===== src/chip_select_cfg.svh =====
// constants for the bus chip select decoder: offsets, field positions,
// reset values and timing counts; definitions only
`ifndef CHIP_SELECT_CFG_SVH
`define CHIP_SELECT_CFG_SVH

// device count, block geometry and sync depth
`define CSD_DEV_COUNT     4
`define CSD_BLOCK_LSB     11
`define CSD_SPACE_BIT     15
`define CSD_HI_BLOCK_LSB  3
`define CSD_PORT_IDX_LSB  2
`define CSD_SYNC_DEPTH    2

// reset values
`define CSD_SEL_RST       4'h0
`define CSD_ADDR_RST      16'h0000
`define CSD_BYTE_RST      8'h00
`define CSD_STROBE_RST    1'b1

`endif


===== src/chip_select_pkg.sv =====
// types shared by the bus chip select decoder
// assumes chip_select_cfg.svh is on the include path
`include "chip_select_cfg.svh"

package chip_select_pkg;

    // one bus cycle as seen by the decoder
    typedef enum logic [2:0] {
        PH_IDLE = 3'b001,
        PH_ADDR = 3'b010,
        PH_XFER = 3'b100
    } phase_type;

    // processor pins sampled together
    typedef struct packed {
        logic [7:0] ad;
        logic [7:0] addr_hi;
        logic       ale;
        logic       rd_n;
        logic       wr_n;
        logic       io_m;
        logic       mem_mapped;
        logic [1:0] style;
        logic       io_gate;
        logic [3:0] split;
    } pins_type;

    // whole decoder state
    typedef struct packed {
        pins_type   s1;
        pins_type   s2;
        logic       ale_prev;
        phase_type  phase;
        logic [15:0] addr;
        logic       io;
        logic [3:0] mem_sel;
        logic [3:0] port_sel;
    } state_type;

endpackage


===== src/bus_chip_select_decoder.sv =====
// chip select decoder for a multiplexed 8-bit processor bus, 16-bit address
// assumes processor pins arrive asynchronously; one clock, async reset
//
// Overview of operation
// memory-mapped: bit15 low memory, high ports
// memory only in lower half, 32k bytes
// direct load/store slower than port instructions
// port space is 256 numbers, 8 bits
// low 11 lines stay inside the device
// full decode: bits 15..11 zero selects device
// partial decode: bit11 low selects, aliases
// never select two devices at once
// selects qualified by strobe and latched address
// ignore address outside a latched strobed cycle
// each linear select bit halves address space
// all-zero address selects program memory
// shared enable: ports follow memory condition
// processor raises io line only for ports
// spare bits zero: memory 0-2k, ports 0-3; shared decode selects device 0 for ports 0-7
// complete decode never enables two parts
// steer separate port enables per device
// bit15 driven io: ports at 32k, 128
// gate memory-mapped enables with io low
// hand peripherals latched low address bits
// port number repeated on both address halves
// latch low address byte at ale fall
// register on ale fall, clear on reset
`include "chip_select_cfg.svh"
`timescale 1ns/100ps
`default_nettype none

module bus_chip_select_decoder (
    input  wire logic        clock,
    input  wire logic        sys_rst,
    input  wire logic [7:0]  ad_pins,
    input  wire logic [7:0]  addr_hi_pins,
    input  wire logic        ale,
    input  wire logic        rd_n,
    input  wire logic        wr_n,
    input  wire logic        io_m,
    input  wire logic        mem_mapped,
    input  wire logic [1:0]  decode_style,
    input  wire logic        io_gate,
    input  wire logic [3:0]  port_split,
    output logic      [3:0]  mem_sel,
    output logic      [3:0]  port_sel,
    output logic      [15:0] addr_latched,
    output logic             io_latched
);

    // ========================================================================
    // decode styles
    localparam logic [1:0] STYLE_FULL    = 2'b00;
    localparam logic [1:0] STYLE_PARTIAL = 2'b01;
    localparam logic [1:0] STYLE_LINEAR  = 2'b10;
    localparam int         NDEV          = `CSD_DEV_COUNT;
    localparam int         BLK           = `CSD_BLOCK_LSB;
    localparam int         TOP           = `CSD_SPACE_BIT;

    chip_select_pkg::state_type st_q;
    chip_select_pkg::state_type st_d;
    chip_select_pkg::pins_type  pins_now;

    logic        ale_fall;
    logic        strobe;
    logic [3:0]  mem_dec;
    logic [3:0]  port_dec;
    logic [3:0]  hi_dec;
    logic [3:0]  split_dec;
    logic [4:0]  hi_blk;
    logic [7:0]  port_num;

    // ========================================================================
    // pin gathering
    always_comb begin
        pins_now.ad         = ad_pins;
        pins_now.addr_hi    = addr_hi_pins;
        pins_now.ale        = ale;
        pins_now.rd_n       = rd_n;
        pins_now.wr_n       = wr_n;
        pins_now.io_m       = io_m;
        pins_now.mem_mapped = mem_mapped;
        pins_now.style      = decode_style;
        pins_now.io_gate    = io_gate;
        pins_now.split      = port_split;
    end

    // ale edge and strobe from the second sync stage only
    assign ale_fall = st_q.ale_prev & ~st_q.s2.ale;
    assign strobe   = ~st_q.s2.rd_n | ~st_q.s2.wr_n;

    // upper five address bits pick a 2k block; low 11 stay with the device
    assign hi_blk   = st_q.addr[TOP:BLK];
    assign port_num = st_q.addr[7:0];

    // ========================================================================
    // chip enable from the upper byte, shared by memory and port portions
    always_comb begin
        hi_dec = `CSD_SEL_RST;
        case (st_q.s2.style)
            STYLE_FULL: begin
                // block index must match and every higher bit be zero;
                // bit 15 is left to the space split when memory-mapped
                if (hi_blk[3:2] == 2'h0 && (st_q.s2.mem_mapped || !hi_blk[4])) begin
                    hi_dec[hi_blk[1:0]] = 1'b1;
                end
            end
            STYLE_PARTIAL: begin
                // a single device on bit 11, aliased through the space
                hi_dec[0] = ~st_q.addr[BLK];
            end
            STYLE_LINEAR: begin
                // lowest clear bit wins so no two parts share a cycle
                if (!st_q.addr[BLK]) begin
                    hi_dec[0] = 1'b1;
                end else if (!st_q.addr[BLK+1]) begin
                    hi_dec[1] = 1'b1;
                end else if (!st_q.addr[BLK+2]) begin
                    hi_dec[2] = 1'b1;
                end else if (!st_q.addr[BLK+3]) begin
                    hi_dec[3] = 1'b1;
                end
            end
            default: begin
                hi_dec = `CSD_SEL_RST;
            end
        endcase
    end

    // independent port placement: each split device owns four port numbers
    generate
        for (genvar i = 0; i < NDEV; i++) begin : g_split
            assign split_dec[i] = st_q.s2.split[i] &
                (port_num[7:`CSD_PORT_IDX_LSB] == 6'(i));
        end
    endgenerate

    // ========================================================================
    // memory and port selection per addressing arrangement
    always_comb begin
        mem_dec  = `CSD_SEL_RST;
        port_dec = `CSD_SEL_RST;
        if (st_q.s2.mem_mapped) begin
            // io line low required when gating is on
            if (!(st_q.s2.io_gate && st_q.io)) begin
                if (!st_q.addr[TOP]) begin
                    mem_dec = hi_dec;
                end else begin
                    // ports at 32k and up, or port numbers 128 and up
                    port_dec = hi_dec;
                end
            end
        end else if (st_q.io) begin
            // port number copied on both halves, so the upper byte decodes;
            // a split device that claims the number shuts out shared ones
            if (|split_dec) begin
                port_dec = split_dec;
            end else begin
                port_dec = hi_dec & ~st_q.s2.split;
            end
        end else begin
            mem_dec = hi_dec;
        end
    end

    // ========================================================================
    // next state: sync chain, cycle phase, latched address, selects
    // selects are recomputed each cycle and drop unless the cycle is strobed
    always_comb begin
        st_d          = st_q;
        st_d.s1       = pins_now;
        st_d.s2       = st_q.s1;
        st_d.ale_prev = st_q.s2.ale;
        st_d.mem_sel  = `CSD_SEL_RST;
        st_d.port_sel = `CSD_SEL_RST;
        case (st_q.phase)
            chip_select_pkg::PH_IDLE: begin
                if (ale_fall) begin
                    // capture the address before ad turns to data
                    st_d.addr  = {st_q.s2.addr_hi, st_q.s2.ad};
                    st_d.io    = st_q.s2.io_m;
                    st_d.phase = chip_select_pkg::PH_ADDR;
                end
            end
            chip_select_pkg::PH_ADDR: begin
                if (st_q.s2.ale) begin
                    st_d.phase = chip_select_pkg::PH_IDLE;
                end else if (strobe) begin
                    st_d.phase = chip_select_pkg::PH_XFER;
                end
            end
            chip_select_pkg::PH_XFER: begin
                if (st_q.s2.ale || !strobe) begin
                    st_d.phase = chip_select_pkg::PH_IDLE;
                end else begin
                    st_d.mem_sel  = mem_dec;
                    st_d.port_sel = port_dec;
                end
            end
            default: begin
                st_d.phase = chip_select_pkg::PH_IDLE;
            end
        endcase
    end

    // state register
    always_ff @(posedge clock or posedge sys_rst) begin
        if (sys_rst) begin
            st_q          <= '0;
            st_q.s1.rd_n  <= `CSD_STROBE_RST;
            st_q.s1.wr_n  <= `CSD_STROBE_RST;
            st_q.s2.rd_n  <= `CSD_STROBE_RST;
            st_q.s2.wr_n  <= `CSD_STROBE_RST;
            st_q.phase    <= chip_select_pkg::PH_IDLE;
            st_q.addr     <= `CSD_ADDR_RST;
            st_q.mem_sel  <= `CSD_SEL_RST;
            st_q.port_sel <= `CSD_SEL_RST;
        end else begin
            st_q <= st_d;
        end
    end

    // outputs straight from flops
    assign mem_sel      = st_q.mem_sel;
    assign port_sel     = st_q.port_sel;
    assign addr_latched = st_q.addr;
    assign io_latched   = st_q.io;
endmodule

`default_nettype wire


===== config.mk =====
export PLATFORM = sky130hd
export DESIGN_NAME = bus_chip_select_decoder
export DESIGN_NICKNAME = d
export VERILOG_FILES = /design/src/chip_select_pkg.sv /design/src/bus_chip_select_decoder.sv
export VERILOG_INCLUDE_DIRS = /design/src
export SDC_FILE = /design/constraint.sdc
export NUM_CORES = 1
export LEC_CHECK = 0
export BUFFER_PORTS_ARGS = -buffer_cell sky130_fd_sc_hd__buf_2
export CAP_MARGIN = 20
export CELL_PAD_IN_SITES_DETAIL_PLACEMENT = 0
export CELL_PAD_IN_SITES_GLOBAL_PLACEMENT = 1
export CORE_ASPECT_RATIO = 0.6
export CORE_MARGIN = 2
export CORE_UTILIZATION = 33
export DETAILED_ROUTE_END_ITERATION = 16
export HOLD_SLACK_MARGIN = 0.15
export PLACE_DENSITY = 0.58
export SYNTH_ARGS = -nofsm -noshare
export SYNTH_HDL_FRONTEND = slang
export SYNTH_SLANG_ARGS = --single-unit

===== constraint.sdc =====
create_clock -name clock -period 2.9 [get_ports clock]
set_clock_uncertainty 0.1 [all_clocks]
set_input_delay 0.145 -clock clock [delete_from_list [all_inputs] [get_ports clock]]
set_output_delay 0.145 -clock clock [all_outputs]
set_load 0.005 [all_outputs]

==> metrics.yaml, run 1 <==
floorplanning:
  fp-row-count: 26
  dieArea_um2: 9726
  io_pins: 55
  initial_core_util: 0.3431
  die_h_um: 77.20
  core_area_um2: 8588
  die_x_um: 126.0
pwr:
  p_total_w: 0.002644
  cellLeakagePower_nw: 1.733
  peakVddDrop_mv: 0.3704
  cellPowerDensity_nw_per_um2: 701.2
critical_path:
  crit_arrival_ps: 1990
  path_max_fanout: 17
  cpPeakStageDelay_ps: 560
  path_cells: "nor2_1 -> nand4_2 -> mux2_2"
  cp_top_family: "simple AND/OR/NAND/NOR gates"
  rrSetupSlack_ps: 1020
  reg2reg_from: "st_d[28]"
  cp.buffers_inverters: 0
  r2r-end: "addr_latched[9]"
  required_ps: 3010
  r2r_cells: 3
  worst_path_max_delay_cell: "nand4_2"
  startpoint: "st_d[28]"
  cp-end-kind: "flip-flop"
  cp.depth: 3
  crit_type: "reg2reg"
  worstSetupStartpointType: "flip-flop"
clocking:
  post_cts_buffers: 0
  tritoncts: "yes"
  htree_levels: 3
  clk_pin_slew_ps: 60
  root_buffer: "clkbuf_16"
  postCtsHoldBufs: 29
  cts_buffer_depth: 2
  cts_buffers: 9
  clk_latency_ps: 330
  clock-sinks: 85
  post_cts_resized: 0
detailed_routing:
  routed_wl_um: 4938
  routedWlPerCell_um: 12.83
  detail-route-antenna-nets: 0
  drc: 0
  drtIter0Drc: 69
  firstDrtPassIters: 4
  vias_per_cell: 4.262
  num_vias: 1641
sta:
  holdWs_ps: 222.1
  rsz0062_at_grt: "no"
  fmax_mhz: 532.0
  worst_slew_pin_slew_ps: 678.0
  relSlewSlack: 0.5438
  fin_crit_sh: 0.6482
  period_needed_ps: 1880
  setup-tns-final_ps: 0
  finalSetupViolCount: 0
  finalHoldViolations: 0
  drv_slew: 0
global_routing:
  grt_pass1_wl_um: 8307
  first_global_vias: 1646
  overflow: 0
  grt_antenna_before_repair: 0
  grt_util_all_layers: 0.1131
  grt_start_max_net_pins: 49
run_status:
  status: "finished, final reports clean"
yosys:
  avgSynthCellArea_um2: 15.03
  synth_area_um2: 2947
  synthCells: 196
  ys_ff_latch: 85
  synthArstFlopShare: 1.000
  ys_types: 28
  syn_nets: 229
  yosys_warnings: 0
  synth_ff_type: "dfrtp_1"
  synth-edff-count: 0
  seq_area_frac_synth: 0.7240
layout:
  area_growth_pct: 27.98
  drive_gt1_frac: 0.3590
  n_fill_cell: 789
  layout.nets: 301
  diodes: 0
  final_cells: 385
  regArea_um2: 2133
  multiInputGateArea_um2: 595.6
flow_run:
  maxCapViolations: 0
placement:
  gp_routability_congestion: 0.6988
  io_buffers: 54
  dpl.hpwl_um: 3304
  dp.cells: 340
hold_path:
  holdCritPathClass: "in2async"
-- cells in the mapped netlist (2+ instances only) --
| library cell | number | area, um2 |
|---|---|---|
| dfrtp_1 | 80 | 2002 |
| buf_4 | 24 | 180.2 |
| mux2_2 | 17 | 191.4 |
| nor2_1 | 11 | 41.29 |
| nand2_1 | 9 | 33.78 |
| inv_1 | 7 | 26.28 |
| dfstp_2 | 5 | 131.4 |
| nand3_1 | 5 | 25.02 |
| o21ai_0 | 5 | 25.02 |
| a21oi_1 | 4 | 20.02 |
| nand2b_1 | 4 | 25.02 |
| ha_1 | 3 | 37.54 |
| nand3b_1 | 3 | 22.52 |
| o21a_1 | 3 | 22.52 |
| nand4b_1 | 2 | 17.52 |
| o32ai_1 | 2 | 17.52 |
-- kinds of logic after synthesis --
group / count (synthesis) / synth area share
simple gates: 39 / 0.07346
fa+ha+maj: 3 / 0.01274
flops: 85 / 0.7240
compound gates: 19 / 0.04331
buf+inv: 32 / 0.07389
mux: 18 / 0.07261
-- power breakdown --
part	switching, W	internal [W]	leakage, nW
clock	0.000414	0.000604	0.130
sequential	0.0000767	0.00129	1.01
combinational	0.000111	0.000152	0.595
-- sequential cells by signal, indices dropped and copies added, names as in the netlist --
register and cells:
st_d 29, io_latched 1, port_sel 4, addr_latched 16, st_q 31, mem_sel 4
-- routing by layer --
layer,wire length (um),track usage,up-vias
met1,2539,0.1638,804
met2,2015,0.1425,49
met3,315,0.05234,9
met4,68,0.04945,0
li1,-,-,779
met5,0,0,-
-- worst min-delay path: cells and delay by family --
family	cells	cell delay (ps)
buf+inv	3	890
-- cell type report --
class,instances,share of cell area
repair buffers,86,0.1599
clock buffers,13,0.06636
inverters,7,0.007299
clock inverters,3,0.005640
well taps,112,0.03716
flip-flops and latches,85,0.5657
multi-input cells,79,0.1579
-- worst max path at each step --
stage | to | slack, ps
4_1_cts | addr_latched[9] | 1010
3_3_place_gp | addr_latched[12] | 1050
5_1_grt | addr_latched[11] | 870
3_5_place_dp | addr_latched[9] | 1010
2_1_floorplan | addr_latched[0] | 470
6_report | addr_latched[9] | 1020
-- cell usage in the layout, fill, tap and decap left out, drive strengths merged, types with 3 or more instances in the layout --
master / netlist / final
a21oi: 4 / 4
buf: 25 / 57
clkbuf: 0 / 13
clkinv: 0 / 3
dfrtp: 80 / 80
dfstp: 5 / 5
dlygate4sd3: 0 / 29
ha: 3 / 3
inv: 7 / 6
mux2: 17 / 17
nand2: 9 / 9
nand2b: 4 / 4
nand3: 5 / 5
nand3b: 3 / 3
nor2: 11 / 11
o21a: 3 / 3
o21ai: 5 / 5
-- through the flow --
step	utilization	setup WS, ps	instance area [um2]
finish	0.4391	1020	3771
global route	0.4391	872.6	3771
CTS	0.4391	1013	3771
detailed placement	0.3737	1011	3209
global placement	0.3705	1050	3182
floorplan	-	469.8	2947
Note: power is estimated with default switching activity, not from simulation.
==> inputs of run 2 (changes only) <==
Settings changed: ABC_AREA set to 1.
Clock period 2.9 ns to 1.8 ns, I/O delays scaled along.
==> run 2 against run 1 <==
Routed wire length up 13%. Critical endpoint is now addr_latched[1]. Worst setup slack worse by 850 ps. Global-route usage up 1.5 points. Count of clock-buffer cells in the layout down 1.
==> metrics.yaml, run 2 <==
yosys:
  yosysMostFrequentCell: "dfrtp_1"
  yosys_warnings: 0
  synth_top_area_share: 0.6509
  avgSynthCellArea_um2: 13.09
  ys_ff_latch: 85
  synthArstFlopShare: 1.000
  synth-edff-count: 0
  synth_area_um2: 3075
  synth_commonest_cells: "80 x dfrtp_1, 26 x nand2_1, 24 x buf_4, 19 x nor2_1, 18 x inv_1"
  syn_nets: 268
  yosys.area.top_type: "dfrtp_1"
  yosys-top-cells-area: "dfrtp_1 65%, buf_4 5.9%, mux2_4 5.4%"
  seq_area_frac_synth: 0.6937
  synth_ff_type: "dfrtp_1"
  ys_types: 28
  synthCells: 235
global_routing:
  first_global_vias: 1868
  grt_pass1_wl_um: 9494
  grt_util_all_layers: 0.1279
  grt_start_max_net_pins: 35
  overflow: 0
  grt_antenna_before_repair: 0
sta:
  fmax_mhz: 613.7
  worst_slew_pin_slew_ps: 442.5
  relSlewSlack: 0.7044
  fin_crit_sh: 0.9053
  drv_slew: 0
  rsz0062_at_grt: "no"
  setup-tns-final_ps: 0
  finalSetupViolCount: 0
  finalHoldViolations: 0
  period_needed_ps: 1630
critical_path:
  crit_arrival_ps: 1750
  worst_path_max_delay_cell: "dfstp_2"
  cp-end-kind: "flip-flop"
  path_cells: "inv_1 -> nor3_4 -> nand3_2 -> buf_4 -> mux2_4"
  worstSetupStartpointType: "flip-flop"
  path_max_fanout: 16
  required_ps: 1920
  crit_type: "reg2reg"
  cpPeakStageDelay_ps: 530
clocking:
  clk_latency_ps: 340
  htree_levels: 3
  root_buffer: "clkbuf_16"
  clk_pin_slew_ps: 60
  cts_buffers: 9
  cts_buffer_depth: 2
  tritoncts: "yes"
  clock-sinks: 85
floorplanning:
  io_pins: 55
  dieArea_um2: 10130
  fp-row-count: 27
  die_x_um: 128.6
  die_h_um: 78.78
  core_area_um2: 9121
  initial_core_util: 0.3372
detailed_routing:
  vias_per_cell: 4.058
  detail-route-antenna-nets: 0
  routed_wl_um: 5558
  drc: 0
  drtIter0Drc: 77
  firstDrtPassIters: 4
  num_vias: 1741
  routedWlPerCell_um: 12.96
layout:
  largest_reg_flops: 31
  area_growth_pct: 27.83
  final_cells: 429
  n_fill_cell: 863
  multiInputGateArea_um2: 668.1
  diodes: 0
  final_common_cell: "dfrtp_1"
  drive_gt1_frac: 0.3291
  design_area_um2: 3931
  regArea_um2: 2133
  final_cell_mix: "80 x dfrtp_1, 54 x buf_2, 29 x dlygate4sd3_1"
  largest_register: "st_q"
  layout.nets: 341
pwr:
  p_total_w: 0.005265
  cellPowerDensity_nw_per_um2: 1339
  power_switching_w: 0.001428
  p_clk_frac: 0.345
  peakVddDrop_mv: 0.5045
  p_int_w: 0.003837
  seqPwrFrac: 0.463
  pwr-share-comb: 0.192
  p_sw_frac: 0.2712
  cellLeakagePower_nw: 1.923
placement:
  placed_area_um2: 3342
  dp.cells: 384
  dpl.hpwl_um: 3831
  gp_routability_congestion: 0.7982
  io_buffers: 54
run_status:
  status: "finished, final reports clean"
flow_run:
  maxCapViolations: 0
hold_path:
  holdCritPathClass: "in2async"
## run 2: logic make-up (layout without fill, tap and decap cells)
family          after synthesis  in the layout  synth area share
mux                          13             13           0.06103
flops                        85             85            0.6937
compound gates               25             25           0.04923
buf+inv                      46            124           0.09032
simple gates                 63             63           0.09357
fa+ha+maj                     3              3           0.01221
## run 2: final cells by class
type	instances	area share
timing repair buffer	88	0.1553
inverter	20	0.02005
tap	116	0.03692
clock buffer	12	0.06270
sequential	85	0.5426
multi-input combinational	104	0.1700
clock inverter	4	0.01241
## run 2: timing repair
item,CTS,global route
hold buffers,29,0
setup buffers,0,0
hold endpoints to repair,110,0
endpoints found under the setup margin,0,1
gates resized for setup,0,1
## run 2: final timing paths
kind,cells past startpoint,endpoint,slack [ps],from
min in group clock,0,st_q[41],240,st_d[41]
worst max-delay path,5,addr_latched[1],170,st_q[25]
worst min-delay path,3,addr_latched[9],210,sys_rst
worst min register to register,0,st_q[41],240,st_d[41]
max in group asynchronous,4,st_q[25],720,sys_rst
worst max register to register,5,addr_latched[1],170,st_q[25]
## run 2: layer usage
layer  share of wire  global-route usage  up-vias
li1                -                   -      874
met1            0.50              0.1749      811
met2            0.42              0.1750       49
met3           0.062             0.05728        7
met4           0.014             0.05543        0
met5               0                   0        -
## run 2: worst max-delay path, delay by kind of cell (launching register included)
family | cells | cell delay, ps
buf+inv | 2 | 300
simple gates | 2 | 260
mux | 1 | 320
flops | 1 | 530
## run 2: per-stage QoR
stage | setup WS (ps) | hold slack (ps) | utilization
global placement | 205.4 | 30.07 | 0.3664
floorplan | 270.4 | -5.522 | -
detailed placement | 182.4 | 28.94 | 0.3664
CTS | 163.3 | 216.7 | 0.4306
finish | 170.5 | 212.8 | 0.4310
global route | 58.11 | 225.5 | 0.4310
## run 2: power by group through the flow
stage	sequential, W	combinational (W)	clock [W]
after floorplan	0.00240	0.000876	0
after global placement	0.00248	0.000950	0
after detailed placement	0.00248	0.000976	0
after CTS	0.00245	0.00103	0.00187
after global routing	0.00249	0.00114	0.00197
final	0.00244	0.00101	0.00182
